<file path="config.mk">
export PLATFORM = sky130hd
export DESIGN_NAME = emulated_phy_special
export DESIGN_NICKNAME = d
export VERILOG_FILES = /design/src/emulated_phy_special.v
export VERILOG_INCLUDE_DIRS = /design/src
export SDC_FILE = /design/constraint.sdc
export NUM_CORES = 1
export LEC_CHECK = 0
export ABC_AREA = 1
export BUFFER_PORTS_ARGS = -buffer_cell sky130_fd_sc_hd__buf_2
export CAP_MARGIN = 40
export CORE_MARGIN = 3
export CORE_UTILIZATION = 40
export DETAILED_ROUTE_END_ITERATION = 10
export PLACE_DENSITY = 0.72
export SETUP_SLACK_MARGIN = 0.05
export SYNTH_ARGS = -nofsm -noshare
export SYNTH_HDL_FRONTEND = slang
export SYNTH_SLANG_ARGS = --single-unit
</file>
<file path="constraint.sdc">
create_clock -name clk -period 1.6 [get_ports clk]
set_input_delay 0.24 -clock clk [delete_from_list [all_inputs] [get_ports clk]]
set_output_delay 0.24 -clock clk [all_outputs]
set_load 0.05 [all_outputs]
</file>
<file path="src/emulated_phy_special_regs.vh">
/*
 * Offsets, field positions, write mask and timing counts of the emulated PHY
 * special control/status register.
 * Assumes it is included by its bare name from design and bench files.
 */
`ifndef EMULATED_PHY_SPECIAL_REGS_VH
`define EMULATED_PHY_SPECIAL_REGS_VH

// ****************************************************************
// Register placement
// ****************************************************************
`define SPECIAL_CSR_OFFSET   12'h1DC
`define SPECIAL_MII_INDEX    5'h1F

// ****************************************************************
// Field positions
// ****************************************************************
`define FLD_LOOPBACK         14
`define FLD_DOUBLE_RATE      10
`define FLD_MODE_HI          9
`define FLD_MODE_LO          8
`define FLD_COLL_TEST        7
`define FLD_CLK_DIR          6
`define FLD_CLK_DRIVE        5
`define FLD_SPD_HI           4
`define FLD_SPD_LO           2
`define FLD_HEARTBEAT_OFF    0
`define WRITE_MASK           16'h44E1

// ****************************************************************
// Encodings and reset values
// ****************************************************************
`define MODE_MII_MAC         2'h0
`define MODE_MII_PHY         2'h1
`define MODE_RMII_PHY        2'h2
`define SPD_10_HALF          3'h1
`define SPD_100_HALF         3'h2
`define SPD_10_FULL          3'h5
`define SPD_100_FULL         3'h6
`define LOOPBACK_RESET       1'h0
`define COLL_TEST_RESET      1'h0

// ****************************************************************
// Timing
// ****************************************************************
`define CLK_PERIOD_NS        20
`define SYNC_STAGES          2

`endif

</file>
<file path="src/emulated_phy_special.v">
/*
 * Emulated PHY special control/status register with the port 0 datapath
 * controls it steers: far loopback, collision test, drive strength, clock
 * direction, double-rate select and heartbeat test enable.
 * Assumes fabric signals run on clk; MAC pins and the link clock come from
 * outside and are synchronised here. Straps are stable at reset release.
 */
// Behaviour
// Loopback set: fabric port 0 transmit withheld from MAC, fed back as receive.
// Software sets receive-own-transmit when looping back in half duplex.
// Loopback works even while the emulated PHY is isolated.
// Double-rate bit turns the 100 Mbit/s choice into 200 Mbit/s.
// Drive 16 mA only if bit set in RMII or 200 Mbit/s MII PHY.
// Mode field reads 00 MII MAC, 01 MII PHY, 10 RMII PHY.
// Collision test set: collision asserted whenever fabric transmits on port 0.
// Software uses collision test only together with loopback.
// Clock direction bit: 0 reference clock pin input, 1 driven output.
// Speed/duplex reads 001,010,101,110 for 10H,100H,10F,100F.
// Speed/duplex from autonegotiation when enabled, else from basic control bits.
// Heartbeat disable bit acts only in MII PHY mode; 1 disables test.
// Virtual PHY reset with reset bit set restores clock direction and drive.
// CSR offset 0x1DC, 32 bits, upper half zero; management index 31, 16 bits.
// Double-rate, mode, clock direction, drive and heartbeat defaults come from straps.
// Straps captured when chip reset is released.
// Writes to reserved or read-only bits ignored; reserved bits read zero.
`timescale 1ns/1ps
`include "emulated_phy_special_regs.vh"
`default_nettype none

module emulated_phy_special #(
	parameter DATA_W = 4
) (
	input  wire              clk,
	input  wire              rst_n,
	input  wire              ce,
	// Straps
	input  wire              double_rate_strap,
	input  wire [1:0]        port0_mode_straps,
	input  wire              clock_direction_strap,
	input  wire              clock_drive_strap,
	input  wire              heartbeat_disable_strap,
	// Emulated PHY basic control and autonegotiation result
	input  wire              emulated_phy_isolate,
	input  wire              emulated_autoneg_enable,
	input  wire              emulated_speed_select,
	input  wire              emulated_duplex_mode,
	input  wire              autoneg_speed_100,
	input  wire              autoneg_full_duplex,
	input  wire              emulated_phy_reset_bit,
	input  wire              vphy_reset_pulse,
	// CSR access
	input  wire [11:0]       csr_addr,
	input  wire              csr_wr,
	input  wire              csr_rd,
	input  wire [31:0]       csr_wdata,
	output reg  [31:0]       csr_rdata,
	output reg               csr_rvalid,
	// Management access
	input  wire [4:0]        mgmt_index,
	input  wire              mgmt_wr,
	input  wire              mgmt_rd,
	input  wire [15:0]       mgmt_wdata,
	output reg  [15:0]       mgmt_rdata,
	output reg               mgmt_rvalid,
	// Fabric port 0
	input  wire              fabric_tx_en,
	input  wire [DATA_W-1:0] fabric_txd,
	output reg               fabric_rx_dv,
	output reg  [DATA_W-1:0] fabric_rxd,
	output reg               fabric_col,
	// External MAC pins
	input  wire              link_clk,
	input  wire              mac_tx_en,
	input  wire [DATA_W-1:0] mac_txd,
	output reg               mac_rx_dv,
	output reg  [DATA_W-1:0] mac_rxd,
	// Reference clock pin and pad controls
	input  wire              refclk_in,
	output reg               refclk_out,
	output reg               refclk_oe_n,
	output reg               drive_16ma,
	output reg               rate_200,
	output reg               heartbeat_test_en
);

	// ****************************************************************
	// Register fields
	// ****************************************************************
	reg        loopback;
	reg        double_rate;
	reg [1:0]  port_mode;
	reg        coll_test;
	reg        clk_dir;
	reg        clk_drive;
	reg        heartbeat_test_disable;
	reg [2:0]  speed_duplex;
	reg        strap_pending;
	reg        dir_default;
	reg        drive_default;
	reg  [5:0]  strap_s1;
	reg  [5:0]  strap_s2;
	wire [15:0] reg_value;
	wire        csr_hit;
	wire        mgmt_hit;
	wire        wr_any;
	wire [15:0] wr_data;
	reg  [2:0]  next_speed_duplex;

	function [2:0] spd_code;
		input fast;
		input full;
		begin
			spd_code = {full, fast, ~fast};
		end
	endfunction

	assign csr_hit  = (csr_addr == `SPECIAL_CSR_OFFSET);
	assign mgmt_hit = (mgmt_index == `SPECIAL_MII_INDEX);
	assign wr_any   = (csr_wr & csr_hit) | (mgmt_wr & mgmt_hit);
	// CSR wins when both ports write in one cycle
	assign wr_data  = (csr_wr & csr_hit) ? csr_wdata[15:0] : mgmt_wdata;

	assign reg_value = {1'b0, loopback, 3'b000, double_rate, port_mode, coll_test,
		clk_dir, clk_drive, speed_duplex, 1'b0, heartbeat_test_disable};

	always @* begin
		if (emulated_autoneg_enable) begin
			next_speed_duplex = spd_code(autoneg_speed_100, autoneg_full_duplex);
		end else begin
			next_speed_duplex = spd_code(emulated_speed_select, emulated_duplex_mode);
		end
	end

	// Strap pins pass two stages; no reset, so the second stage already
	// holds the settled levels when reset lets go
	always @(posedge clk) begin
		if (ce) begin
			strap_s1 <= {double_rate_strap, port0_mode_straps, clock_direction_strap,
				clock_drive_strap, heartbeat_disable_strap};
			strap_s2 <= strap_s1;
		end
	end

	// ****************************************************************
	// Register state
	// ****************************************************************
	// Defaults load on the first enabled cycle after release, so straps
	// are sampled only after they have settled.
	always @(posedge clk) begin
		if (!rst_n) begin
			loopback               <= `LOOPBACK_RESET;
			coll_test              <= `COLL_TEST_RESET;
			double_rate            <= 1'b0;
			port_mode              <= `MODE_MII_MAC;
			clk_dir                <= 1'b0;
			clk_drive              <= 1'b0;
			heartbeat_test_disable <= 1'b0;
			dir_default            <= 1'b0;
			drive_default          <= 1'b0;
			speed_duplex           <= `SPD_10_HALF;
			strap_pending          <= 1'b1;
		end else if (ce) begin
			speed_duplex <= next_speed_duplex;
			if (strap_pending) begin
				strap_pending          <= 1'b0;
				double_rate            <= strap_s2[5];
				port_mode              <= strap_s2[4:3];
				clk_dir                <= strap_s2[2];
				clk_drive              <= strap_s2[1];
				heartbeat_test_disable <= strap_s2[0];
				dir_default            <= strap_s2[2];
				drive_default          <= strap_s2[1];
			end else if (vphy_reset_pulse && emulated_phy_reset_bit) begin
				clk_dir   <= dir_default;
				clk_drive <= drive_default;
			end else if (wr_any) begin
				loopback               <= wr_data[`FLD_LOOPBACK];
				double_rate            <= wr_data[`FLD_DOUBLE_RATE];
				coll_test              <= wr_data[`FLD_COLL_TEST];
				clk_dir                <= wr_data[`FLD_CLK_DIR];
				clk_drive              <= wr_data[`FLD_CLK_DRIVE];
				heartbeat_test_disable <= wr_data[`FLD_HEARTBEAT_OFF];
			end
		end
	end

	// ****************************************************************
	// Read ports
	// ****************************************************************
	always @(posedge clk) begin
		if (!rst_n) begin
			csr_rdata   <= 32'h0000_0000;
			csr_rvalid  <= 1'b0;
			mgmt_rdata  <= 16'h0000;
			mgmt_rvalid <= 1'b0;
		end else if (ce) begin
			csr_rvalid  <= csr_rd;
			mgmt_rvalid <= mgmt_rd;
			// Unmapped offsets read as zero
			csr_rdata   <= (csr_rd && csr_hit) ? {16'h0000, reg_value} : 32'h0000_0000;
			mgmt_rdata  <= (mgmt_rd && mgmt_hit) ? reg_value : 16'h0000;
		end
	end

	// ****************************************************************
	// Pin synchronisers
	// ****************************************************************
	reg [1:0]        lclk_sync;
	reg              lclk_prev;
	reg              mtx_en_s1;
	reg              mtx_en_s2;
	reg [DATA_W-1:0] mtxd_s1;
	reg [DATA_W-1:0] mtxd_s2;
	reg              refclk_s1;
	reg              refclk_s2;
	wire             link_edge;

	assign link_edge = lclk_sync[1] & ~lclk_prev;

	always @(posedge clk) begin
		if (!rst_n) begin
			lclk_sync <= 2'h0;
			lclk_prev <= 1'b0;
			mtx_en_s1 <= 1'b0;
			mtx_en_s2 <= 1'b0;
			mtxd_s1   <= {DATA_W{1'b0}};
			mtxd_s2   <= {DATA_W{1'b0}};
			refclk_s1 <= 1'b0;
			refclk_s2 <= 1'b0;
		end else if (ce) begin
			lclk_sync <= {lclk_sync[0], link_clk};
			lclk_prev <= lclk_sync[1];
			mtx_en_s1 <= mac_tx_en;
			mtx_en_s2 <= mtx_en_s1;
			mtxd_s1   <= mac_txd;
			mtxd_s2   <= mtxd_s1;
			refclk_s1 <= refclk_in;
			refclk_s2 <= refclk_s1;
		end
	end

	// ****************************************************************
	// Port 0 datapath and pad controls
	// ****************************************************************
	// The sampled reference clock input is kept for a future rate detector;
	// here only direction matters.
	wire fast_mode;
	assign fast_mode = double_rate & speed_duplex[1];

	always @(posedge clk) begin
		if (!rst_n) begin
			fabric_rx_dv      <= 1'b0;
			fabric_rxd        <= {DATA_W{1'b0}};
			fabric_col        <= 1'b0;
			mac_rx_dv         <= 1'b0;
			mac_rxd           <= {DATA_W{1'b0}};
			refclk_out        <= 1'b0;
			refclk_oe_n       <= 1'b1;
			drive_16ma        <= 1'b0;
			rate_200          <= 1'b0;
			heartbeat_test_en <= 1'b0;
		end else if (ce) begin
			fabric_col  <= coll_test & fabric_tx_en;
			refclk_out  <= ~refclk_out;
			refclk_oe_n <= ~clk_dir;
			rate_200    <= fast_mode;
			drive_16ma  <= clk_drive & ((port_mode == `MODE_RMII_PHY) |
				((port_mode == `MODE_MII_PHY) & fast_mode));
			heartbeat_test_en <= (port_mode == `MODE_MII_PHY) & ~heartbeat_test_disable;
			if (loopback) begin
				// Isolate is not consulted here, so loopback survives it
				fabric_rx_dv <= fabric_tx_en;
				fabric_rxd   <= fabric_txd;
				mac_rx_dv    <= 1'b0;
				mac_rxd      <= {DATA_W{1'b0}};
			end else if (link_edge) begin
				fabric_rx_dv <= mtx_en_s2;
				fabric_rxd   <= mtxd_s2;
				mac_rx_dv    <= fabric_tx_en & ~emulated_phy_isolate;
				mac_rxd      <= emulated_phy_isolate ? {DATA_W{1'b0}} : fabric_txd;
			end
		end
	end

endmodule // emulated_phy_special

`default_nettype wire

</file>
==> out/results.tsv, run 1 <==
metric	value	unit
total placed cells including tap cells	636	
crit path capture type	flip-flop	
drt pass-1 iters	4	
die area	9770	um2
Critical Path AT	1.49	ns
final setup fails	0	
Critical-path top delay cell	dfxtp_1	
Cell Pwr Density	1010	nW/um2
Psw	1.18	mW
internal power	3.00	mW
initial antenna violation count	0	
buffer and inverter count on the worst path	2	
IO Pins	164	
unrepaired setup endpoints after global routing	false	
clock share of power	34.2	%
largest stage delay on the critical path	0.31	ns
# rows	33	
Avg WL per Cell	11.9	um
Chip Width	98.9	um
Max FO, Critical Path	15	
post-synth top area cell	dfxtp_1	
worst min path class	primary input to flip-flop	
n_diodes	0	
Setup TNS	0	ns
number of remaining DRC errors	0	
max-slew violation count	0	
Worst Path Required	1.82	ns
Post-synth EDFFs	12	
part of the power in registers	51.7	%
Leak	2.00	nW
Post-synth ARST share	0	%
top cell type's share of synthesized area	38.9	%
Clk Latency, worst-skew pair	0.34	ns
CTS hold repair buffers	0	
critical path class	flip-flop to flip-flop	
Synth Instances	443	
CTS resizes	0	
top cells by area, synth	dfxtp_1 39%, edfxtp_1 10%, nand2_1 10%	
Largest delay share family, worst path	compound AO/OA/AOI/OAI gates	
syn_area_per_cell	7.79	um2
Final Hold Viols	0	
setup bufs post-CTS	0	
Starting Density	41.6	%
Synth cell types	34	
status	finished, final reports clean	
fraction of layout cells with a size suffix above 1	25.6	%
clock tree sinks	79	
GPL Wtd Cong	0.877	
total number of vias	3051	
drt total wl	7780	um
Worst Skew	0.00619	ns
Post-DP HPWL	5740	um
area of the multi-input gates	1390	um2
GRT overflow	0	
Routed Antenna Nets	0	
Max Fclk	789	MHz
flops & latches, synth	79	
CTS tree	yes	
number of global-route vias before repair	2864	
total track usage	16.3	%
clk slew on worst S/H paths	0.08	ns
most frequent CP cell	inv_2	
top-count cell post-synth	nand2_1	
min Tclk post-route	1.27	ns
Seq. cell area	1700	um2
period utilization	79.2	%
post-synthesis cell area	3450	um2
Die Y-Extent	98.9	um
non-filler cells, final	652	
net count reported at finish	640	
root buf cell	clkbuf_8	
register area share after synthesis	49.3	%
Comb pwr share	14.1	%
Max-cap violations	0	
largest net degree at the start of global routing	31	
Core Area	8300	um2
Net Sw Frac	28.1	%
Synth-to-Final Area Change	20.4	%
H-tree levels	3	
TritonCTS Buffers	9	
Ys Warns	0	
Critical Path Source Type	flip-flop	
Max VDD drop	411	uV
port bufs	100	
top post-synthesis cells by count	95 x nand2_1, 67 x dfxtp_1, 61 x nor2_1	
main flop type after synthesis	dfxtp_1	
Via density	4.68	
number of fill cells in the layout	808	
worst-path cell chain	nand2_1 -> inv_2 -> a31oi_4 -> inv_2 -> o21ai_0 -> a31oi_1	
first-pass GRT wire length	13000	um
DR iter-0 viols	132	
CTS Buffer Depth	2	
==> registers in the layout, indices dropped and copies added, names as in the netlist, 2 cells and up <==
| name | cells |
|---|---|
| strap_s2 | 6 |
| lclk_sync | 2 |
| mtxd_s1 | 4 |
| port_mode | 2 |
| speed_duplex | 3 |
| mac_rxd | 4 |
| csr_rdata | 11 |
| fabric_rxd | 4 |
| strap_s1 | 6 |
| mtxd_s2 | 4 |
| mgmt_rdata | 11 |
==> kinds of logic after synthesis <==
logic type	Yosys count	synth area share [%]
simple gates	199	25.0
buf+inv	84	13.0
compound gates	79	12.3
flops	79	49.3
xor+xnor	1	0.254
other cells	1	0.109
==> worst reg2reg max path, delay by kind of cell, from the launching register on <==
family,cells,cell delay (ns)
compound gates,3,0.52
buf+inv,2,0.23
flops,1,0.31
simple gates,1,0.07
==> through the flow <==
| stage | instance area, um2 | power [mW] | worst slack [ns] | util (%) | hold slack [ns] |
|---|---|---|---|---|---|
| final | 4150 | 4.18 | 0.332 | 50.1 | 0.0672 |
| after CTS | 4150 | 4.22 | 0.357 | 50.1 | 0.0462 |
| after floorplan | 3540 | 2.67 | 0.393 | - | 0.339 |
| after global placement | 3960 | 2.78 | 0.256 | 47.7 | 0.405 |
| after detailed placement | 3960 | 2.79 | 0.211 | 47.7 | 0.410 |
| after global routing | 4150 | 4.40 | 0.214 | 50.1 | 0.0394 |
==> final timing paths <==
check	startpoint	end	slack (ns)	cells past startpoint
max	loopback	fabric_rxd[1]	0.33	6
min	port0_mode_straps[1]	strap_s1[4]	0.07	1
max reg2reg	loopback	fabric_rxd[1]	0.33	6
min reg2reg	strap_s1[3]	strap_s2[3]	0.43	0
==> power by group through the flow <==
stage / Combinational (mW) / Clock (mW) / Sequential [mW]
final: 0.591 / 1.43 / 2.16
after global placement: 0.581 / 0 / 2.20
after global routing: 0.650 / 1.57 / 2.17
after floorplan: 0.402 / 0 / 2.27
after CTS: 0.592 / 1.47 / 2.16
after detailed placement: 0.589 / 0 / 2.20
==> cell type report <==
cell class / instances / share of cell area (%)
clock buffers: 10 / 3.16
inverters: 38 / 3.43
multi-input cells: 305 / 33.5
repair buffers: 109 / 14.3
well taps: 105 / 3.16
clock inverters: 6 / 1.48
flip-flops and latches: 79 / 41.0
==> placed cells by master, fill, tap and decap left out <==
cell type,synthesis,final
nand2_1,95,95
a31oi_1,5,5
and3_2,1,1
nand2_4,1,1
o211a_1,1,1
buf_12,0,2
conb_1,1,26
edfxtp_1,12,12
o211ai_1,1,1
clkinv_4,0,1
nand3_2,2,2
clkinv_2,0,3
o21ai_1,5,5
inv_1,34,34
nor2_1,61,61
nor2_4,2,2
clkbuf_8,1,9
o21ai_0,28,28
nand3_4,1,1
clkinv_1,1,1
buf_4,29,7
clkbuf_4,0,1
nand2_2,2,2
dfxtp_1,67,67
nand4_1,3,3
clkinvlp_4,0,1
nor2_2,1,1
buf_2,6,100
inv_2,3,3
nor4_1,1,1
a31oi_4,1,1
nor3_1,3,3
a21oi_1,38,38
nor3b_2,1,1
bufinv_16,0,1
xnor2_1,1,1
nand3_1,25,25
==> layer usage <==
metal / vias to the layer above / GRT usage [%] / part of all wire, % / wire, um
met3: 9 / 4.60 / 6.3 / 490
met2: 99 / 27.4 / 50 / 3880
met1: 1371 / 19.7 / 42 / 3280
met5: - / 0 / 0 / 0
met4: 0 / 6.20 / 1.6 / 126
li1: 1572 / - / - / -
Note: power is estimated with default switching activity, not from simulation.
==> run 2: changes to the inputs <==
--- a/config.mk
+++ b/config.mk
@@ -12,7 +12,7 @@
 export CORE_MARGIN = 3
 export CORE_UTILIZATION = 40
 export DETAILED_ROUTE_END_ITERATION = 10
-export PLACE_DENSITY = 0.72
+export PLACE_DENSITY = 0.74
 export SETUP_SLACK_MARGIN = 0.05
 export SYNTH_ARGS = -nofsm -noshare
 export SYNTH_HDL_FRONTEND = slang
==> constraint.sdc (replaced) <==
create_clock -name clk -period 1.15 [get_ports clk]
set_input_delay 0.1725 -clock clk [delete_from_list [all_inputs] [get_ports clk]]
set_output_delay 0.1725 -clock clk [all_outputs]
set_load 0.05 [all_outputs]
==> run 2 against run 1 <==
Effect of this change:
- core utilization increased by 4.9 points
- sequential power increased by 39%
- largest cell class unchanged
- clock power increased by 58%
- sequential cell count unchanged
- combinational power increased by 52%
- via count increased by 1.8%
- clock-buffer cell count increased by 1
- critical path type unchanged
- power increased by 47%
- worst hold slack got worse by 0.021 ns
==> out/results.tsv, run 2 (synthesized netlist as in run 1, its figures left out) <==
metric	value	unit	change
status	finished, final reports clean		unchanged
final setup fails	0		unchanged
Worst Path Required	1.42	ns	was 1.82 ns
number of remaining DRC errors	0		unchanged
Post-DP HPWL	5720	um	was 5740 um
Max Fclk	915	MHz	was 789 MHz
GRT overflow	0		unchanged
port bufs	100		unchanged
Chip Width	98.9	um	unchanged
drt total wl	7970	um	was 7780 um
largest stage delay on the critical path	0.32	ns	was 0.31 ns
n_diodes	0		unchanged
Reg2Reg Setup Slack	0.06	ns	was 0.33 ns
period utilization	95.0	%	was 79.2%
largest net degree at the start of global routing	29		was 31
min Tclk post-route	1.09	ns	was 1.27 ns
Starting Density	41.6	%	unchanged
Hold Path Stages	3		was 1
IO Pins	164		unchanged
worst min path class	primary input to flip-flop		unchanged
max-slew violation count	0		unchanged
CTS tree	yes		unchanged
worst hold slack	0.0462	ns	was 0.0672 ns
fraction of layout cells with a size suffix above 1	28.5	%	was 25.6%
Psw	1.65	mW	was 1.18 mW
Largest delay share family, worst path	compound AO/OA/AOI/OAI gates		unchanged
Via density	4.64		was 4.68
TritonCTS Buffers	9		unchanged
# rows	33		unchanged
Core Area	8300	um2	unchanged
Power Total	6.16	mW	was 4.18 mW
unrepaired setup endpoints after global routing	true		was false
Max-cap violations	0		unchanged
Leak	2.12	nW	was 2.00 nW
critical path class	flip-flop to flip-flop		unchanged
Synth-to-Final Area Change	32.1	%	was 20.4%
clock tree sinks	79		unchanged
buffer and inverter count on the worst path	3		was 2
commonest non-fill, non-tap cell in the layout	nand2_1		was buf_2
Net Sw Frac	26.8	%	was 28.1%
worst r2r src	loopback		unchanged
hold endpoint	mtxd_s1[0]		was strap_s1[4]
Cell Pwr Density	1350	nW/um2	was 1010 nW/um2
DR iter-0 viols	94		was 132
Die Y-Extent	98.9	um	unchanged
clk slew on worst S/H paths	0.08	ns	about the same
Avg WL per Cell	11.9	um	about the same
total number of vias	3106		was 3051
H-tree levels	3		unchanged
number of global-route vias before repair	2929		was 2864
Max FO, Critical Path	14		was 15
internal power	4.51	mW	was 3.00 mW
initial antenna violation count	0		unchanged
root buf cell	clkbuf_8		unchanged
crit path capture type	flip-flop		unchanged
Largest regs	csr_rdata: 11 flops, mgmt_rdata: 11 flops		unchanged
Routed Antenna Nets	0		unchanged
worst-path cell chain	nand2_2 -> inv_2 -> a31oi_4 -> inv_4 -> buf_4 -> a31oi_1		was nand2_1 -> inv_2 -> a31oi_4 -> inv_2 -> o21ai_0 -> a31oi_1
Critical Path Source Type	flip-flop		unchanged
part of the power in registers	48.8	%	was 51.7%
drt pass-1 iters	4		unchanged
GPL Wtd Cong	0.891		was 0.877
most frequent cells in the layout	94 x nand2_1, 60 x dfxtp_1, 60 x buf_2		was 100 x buf_2, 95 x nand2_1, 67 x dfxtp_1
cells on worst reg2reg path	6		unchanged
total track usage	16.1	%	was 16.3%
Critical-path top delay cell	dfxtp_1		unchanged
CTS Buffer Depth	2		unchanged
Worst Skew	0.00909	ns	was 0.00619 ns
setup bufs post-CTS	0		unchanged
Max VDD drop	809	uV	was 411 uV
net count reported at finish	657		was 640
Final Hold Viols	0		unchanged
RR Endpoint	fabric_rxd[1]		unchanged
worst hold start	mac_txd[0]		was port0_mode_straps[1]
Critical Path AT	1.36	ns	was 1.49 ns
first-pass GRT wire length	13000	um	about the same
Comb pwr share	14.6	%	was 14.1%
Core Util, Final	54.9	%	was 50.1%
clock share of power	36.6	%	was 34.2%
Clk Latency, worst-skew pair	0.34	ns	about the same
die area	9770	um2	unchanged
run 2: changes by cell type in the layout (fill, tap and decap cells not counted), moves of 6 or more:
cell,previous run,this run
buf_4,7,32
dfxtp_2,0,6
buf_2,100,60
dfxtp_1,67,60
dlygate4sd3_1,0,6
buf_6,0,25
run 2: timing repair:
action	CTS	global route
hold endpoints to repair	6	0
hold buffers	6	0
gates resized for setup	44	36
setup endpoints to repair	44	33
cloned	0	0
run 2: layer usage:
metal / vias to the layer above / share of wire [%] / GRT usage [%]
li1: 1607 / - / -
met1: 1402 / 43 / 18.9
met2: 87 / 51 / 27.4
met3: 10 / 4.9 / 5.38
met4: 0 / 1.8 / 5.46
met5: - / 0 / 0
run 2: worst max path at each step:
| stage | from | end | slack [ns] | cells after the start |
|---|---|---|---|---|
| 6_report | loopback | fabric_rxd[1] | 0.06 | 6 |
| 5_1_grt | loopback | fabric_rx_dv | -0.02 | 6 |
| 4_1_cts | refclk_out | refclk_out | 0.05 | 1 |
| 3_5_place_dp | csr_addr[1] | loopback | -0.14 | 10 |
| 3_3_place_gp | csr_addr[11] | loopback | -0.12 | 9 |
| 2_1_floorplan | loopback | mac_rx_dv | -0.03 | 8 |
run 2: cell type report:
type	count	area (um2)
fill	789	3740
sequential	79	1710
multi-input combinational	305	1410
timing repair buffer	126	942
inverter	38	145
clock buffer	11	141
tap	105	131
clock inverter	5	80.1
run 2: metrics by stage:
stage / setup TNS, ns / cells / worst slack, ns / area, um2
finish: 0 / 669 / 0.0573 / 4560
global route: -0.0283 / 669 / -0.0220 / 4560
CTS: 0 / 669 / 0.0454 / 4450
detailed placement: -1.86 / 647 / -0.145 / 4060
global placement: -1.26 / 647 / -0.119 / 4060
floorplan: -0.0959 / 468 / -0.0261 / 3550
run 2: worst min-delay path: cells and delay by family:
family / cells / cell delay [ns]
simple gates: 2 / 0.11
buf+inv: 1 / 0.07
run 2: power by group through the flow:
stage	clock, mW	combinational [mW]	sequential [mW]
after CTS	2.33	0.882	3.00
after global placement	0	0.835	3.06
after floorplan	0	0.560	3.16
after detailed placement	0	0.845	3.07
after global routing	2.43	0.981	3.03
final	2.26	0.898	3.01
==> run 3: changes to the inputs <==
==> constraint.sdc (replaced) <==
create_clock -name clk -period 1.15 [get_ports clk]
set_input_delay 0.0575 -clock clk [delete_from_list [all_inputs] [get_ports clk]]
set_output_delay 0.0575 -clock clk [all_outputs]
set_load 0.05 [all_outputs]
==> run 3 against run 2 <==
Effect of this change:
- core utilization is 1.9 points lower
- via count is 0.58% higher
- largest power group unchanged
- sequential share of layout area is 1.1 points higher
- setup slack better by 0.018 ns
==> out/results.tsv, run 3 (synthesized netlist as in run 1, its figures left out) <==
metric	value	unit	change
Avg WL per Cell	11.8	um	was 11.9 um
unrepaired setup endpoints after global routing	true		unchanged
commonest non-fill, non-tap cell in the layout	buf_2		was nand2_1
Max VDD drop	862	uV	was 809 uV
number of global-route vias before repair	2995		was 2929
Chip Width	98.9	um	unchanged
CTS Buffer Depth	2		unchanged
final setup fails	0		unchanged
part of the power in registers	52.0	%	was 48.8%
Post-DP HPWL	5680	um	was 5720 um
die area	9770	um2	unchanged
Via density	4.61		was 4.64
total number of vias	3124		was 3106
area of the multi-input gates	1410	um2	about the same
Max FO, Critical Path	15		was 14
Clk Latency, worst-skew pair	0.35	ns	was 0.34 ns
number of fill cells in the layout	783		was 789
TritonCTS Buffers	9		unchanged
non-filler cells, final	678		was 669
Worst Path Required	1.38	ns	was 1.42 ns
clock tree sinks	79		unchanged
net count reported at finish	666		was 657
Max-cap violations	0		unchanged
n_diodes	0		unchanged
Final Hold Viols	0		unchanged
drt pass-1 iters	4		unchanged
H-tree levels	3		unchanged
DR iter-0 viols	111		was 94
Critical Path Source Type	flip-flop		unchanged
critical path class	flip-flop to flip-flop		unchanged
port bufs	100		unchanged
Seq. cell area	1700	um2	was 1710 um2
worst hold slack	0.0548	ns	was 0.0462 ns
Core Area	8300	um2	unchanged
largest net degree at the start of global routing	29		unchanged
Psw	1.67	mW	was 1.65 mW
max-slew violation count	0		unchanged
Routed Antenna Nets	0		unchanged
internal power	4.11	mW	was 4.51 mW
Synth-to-Final Area Change	27.7	%	was 32.1%
root buf cell	clkbuf_8		unchanged
Critical Path AT	1.31	ns	was 1.36 ns
Max Fclk	930	MHz	was 915 MHz
first-pass GRT wire length	13200	um	was 13000 um
setup bufs post-CTS	0		unchanged
number of remaining DRC errors	0		unchanged
crit path capture type	flip-flop		unchanged
GPL Wtd Cong	0.876		was 0.891
# rows	33		unchanged
Largest regs	csr_rdata: 11 flops, mgmt_rdata: 11 flops		unchanged
min Tclk post-route	1.07	ns	was 1.09 ns
worst min path class	primary input to flip-flop		unchanged
clock share of power	32.5	%	was 36.6%
Setup TNS	0	ns	unchanged
Cell Pwr Density	1310	nW/um2	was 1350 nW/um2
Comb pwr share	15.5	%	was 14.6%
fraction of layout cells with a size suffix above 1	26.7	%	was 28.5%
total track usage	16.6	%	was 16.1%
drt total wl	8020	um	was 7970 um
CTS tree	yes		unchanged
total placed cells including tap cells	641		was 647
Net Sw Frac	28.9	%	was 26.8%
GRT overflow	0		unchanged
Worst Skew	0.00671	ns	was 0.00909 ns
Setup Slack @ Placement	-0.0489	ns	was -0.145 ns
initial antenna violation count	0		unchanged
clk slew on worst S/H paths	0.08	ns	about the same
Die Y-Extent	98.9	um	unchanged
status	finished, final reports clean		unchanged
most frequent cells in the layout	100 x buf_2, 94 x nand2_1, 65 x dfxtp_1		was 94 x nand2_1, 60 x dfxtp_1, 60 x buf_2
period utilization	93.5	%	was 95.0%
Leak	2.09	nW	was 2.12 nW
IO Pins	164		unchanged
Starting Density	41.6	%	unchanged
final setup margin	0.0751	ns	was 0.0573 ns
run 3: power groups by stage:
stage                     clock network [mW]  logic, mW  registers [mW]
final                                   1.88      0.892            3.00
after global routing                    2.05      0.979            3.02
after CTS                               1.92      0.886            3.00
after detailed placement                   0      0.830            3.07
after global placement                     0      0.819            3.06
after floorplan                            0      0.560            3.16
run 3: path summary, 6_finish.rpt:
| check | start | end | slack [ns] | cells past startpoint |
|---|---|---|---|---|
| setup / recovery | loopback | fabric_rxd[2] | 0.08 | 6 |
| hold / removal | emulated_duplex_mode | speed_duplex[2] | 0.05 | 5 |
| setup reg to reg | loopback | fabric_rxd[2] | 0.08 | 6 |
| hold reg to reg | strap_s1[5] | strap_s2[5] | 0.42 | 0 |
run 3: timing repair:
action,CTS,global route
gates cloned,0,1
gates resized for setup,2,11
hold buffers,20,0
endpoints found under the setup margin,5,23
endpoints found under the hold margin,25,0
run 3: area by class of cell:
cell class              count  area share [%]
well taps                 105            2.98
repair buffers            134            18.7
inverters                  38            3.38
clock buffers              11            3.44
repair inverters            1           0.114
flip-flops and latches     79            38.7
multi-input cells         305            32.0
clock inverters             5           0.710
run 3: through the flow:
step / cell area, um2 / power, mW / utilization [%]
3_3_place_gp: 3990 / 3.88 / 48.1
6_report: 4400 / 5.77 / 53.1
2_1_floorplan: 3550 / 3.72 / -
5_1_grt: 4400 / 6.05 / 53.1
3_5_place_dp: 3990 / 3.90 / 48.1
4_1_cts: 4380 / 5.81 / 52.7
run 3: worst max-delay path: stages (launching register included):
cell     delay [ns]
dfxtp_2        0.33
nand2_2        0.05
inv_2          0.06
a31oi_4        0.20
inv_4          0.11
o21ai_0        0.16
a31oi_1        0.06
run 3: metal layers:
metal / vias to the layer above / track usage (%) / wire length (um)
met5: - / 0 / 0
met4: 0 / 5.36 / 109
met3: 10 / 5.31 / 550
met2: 96 / 29.4 / 4100
met1: 1396 / 18.9 / 3260
li1: 1622 / - / -
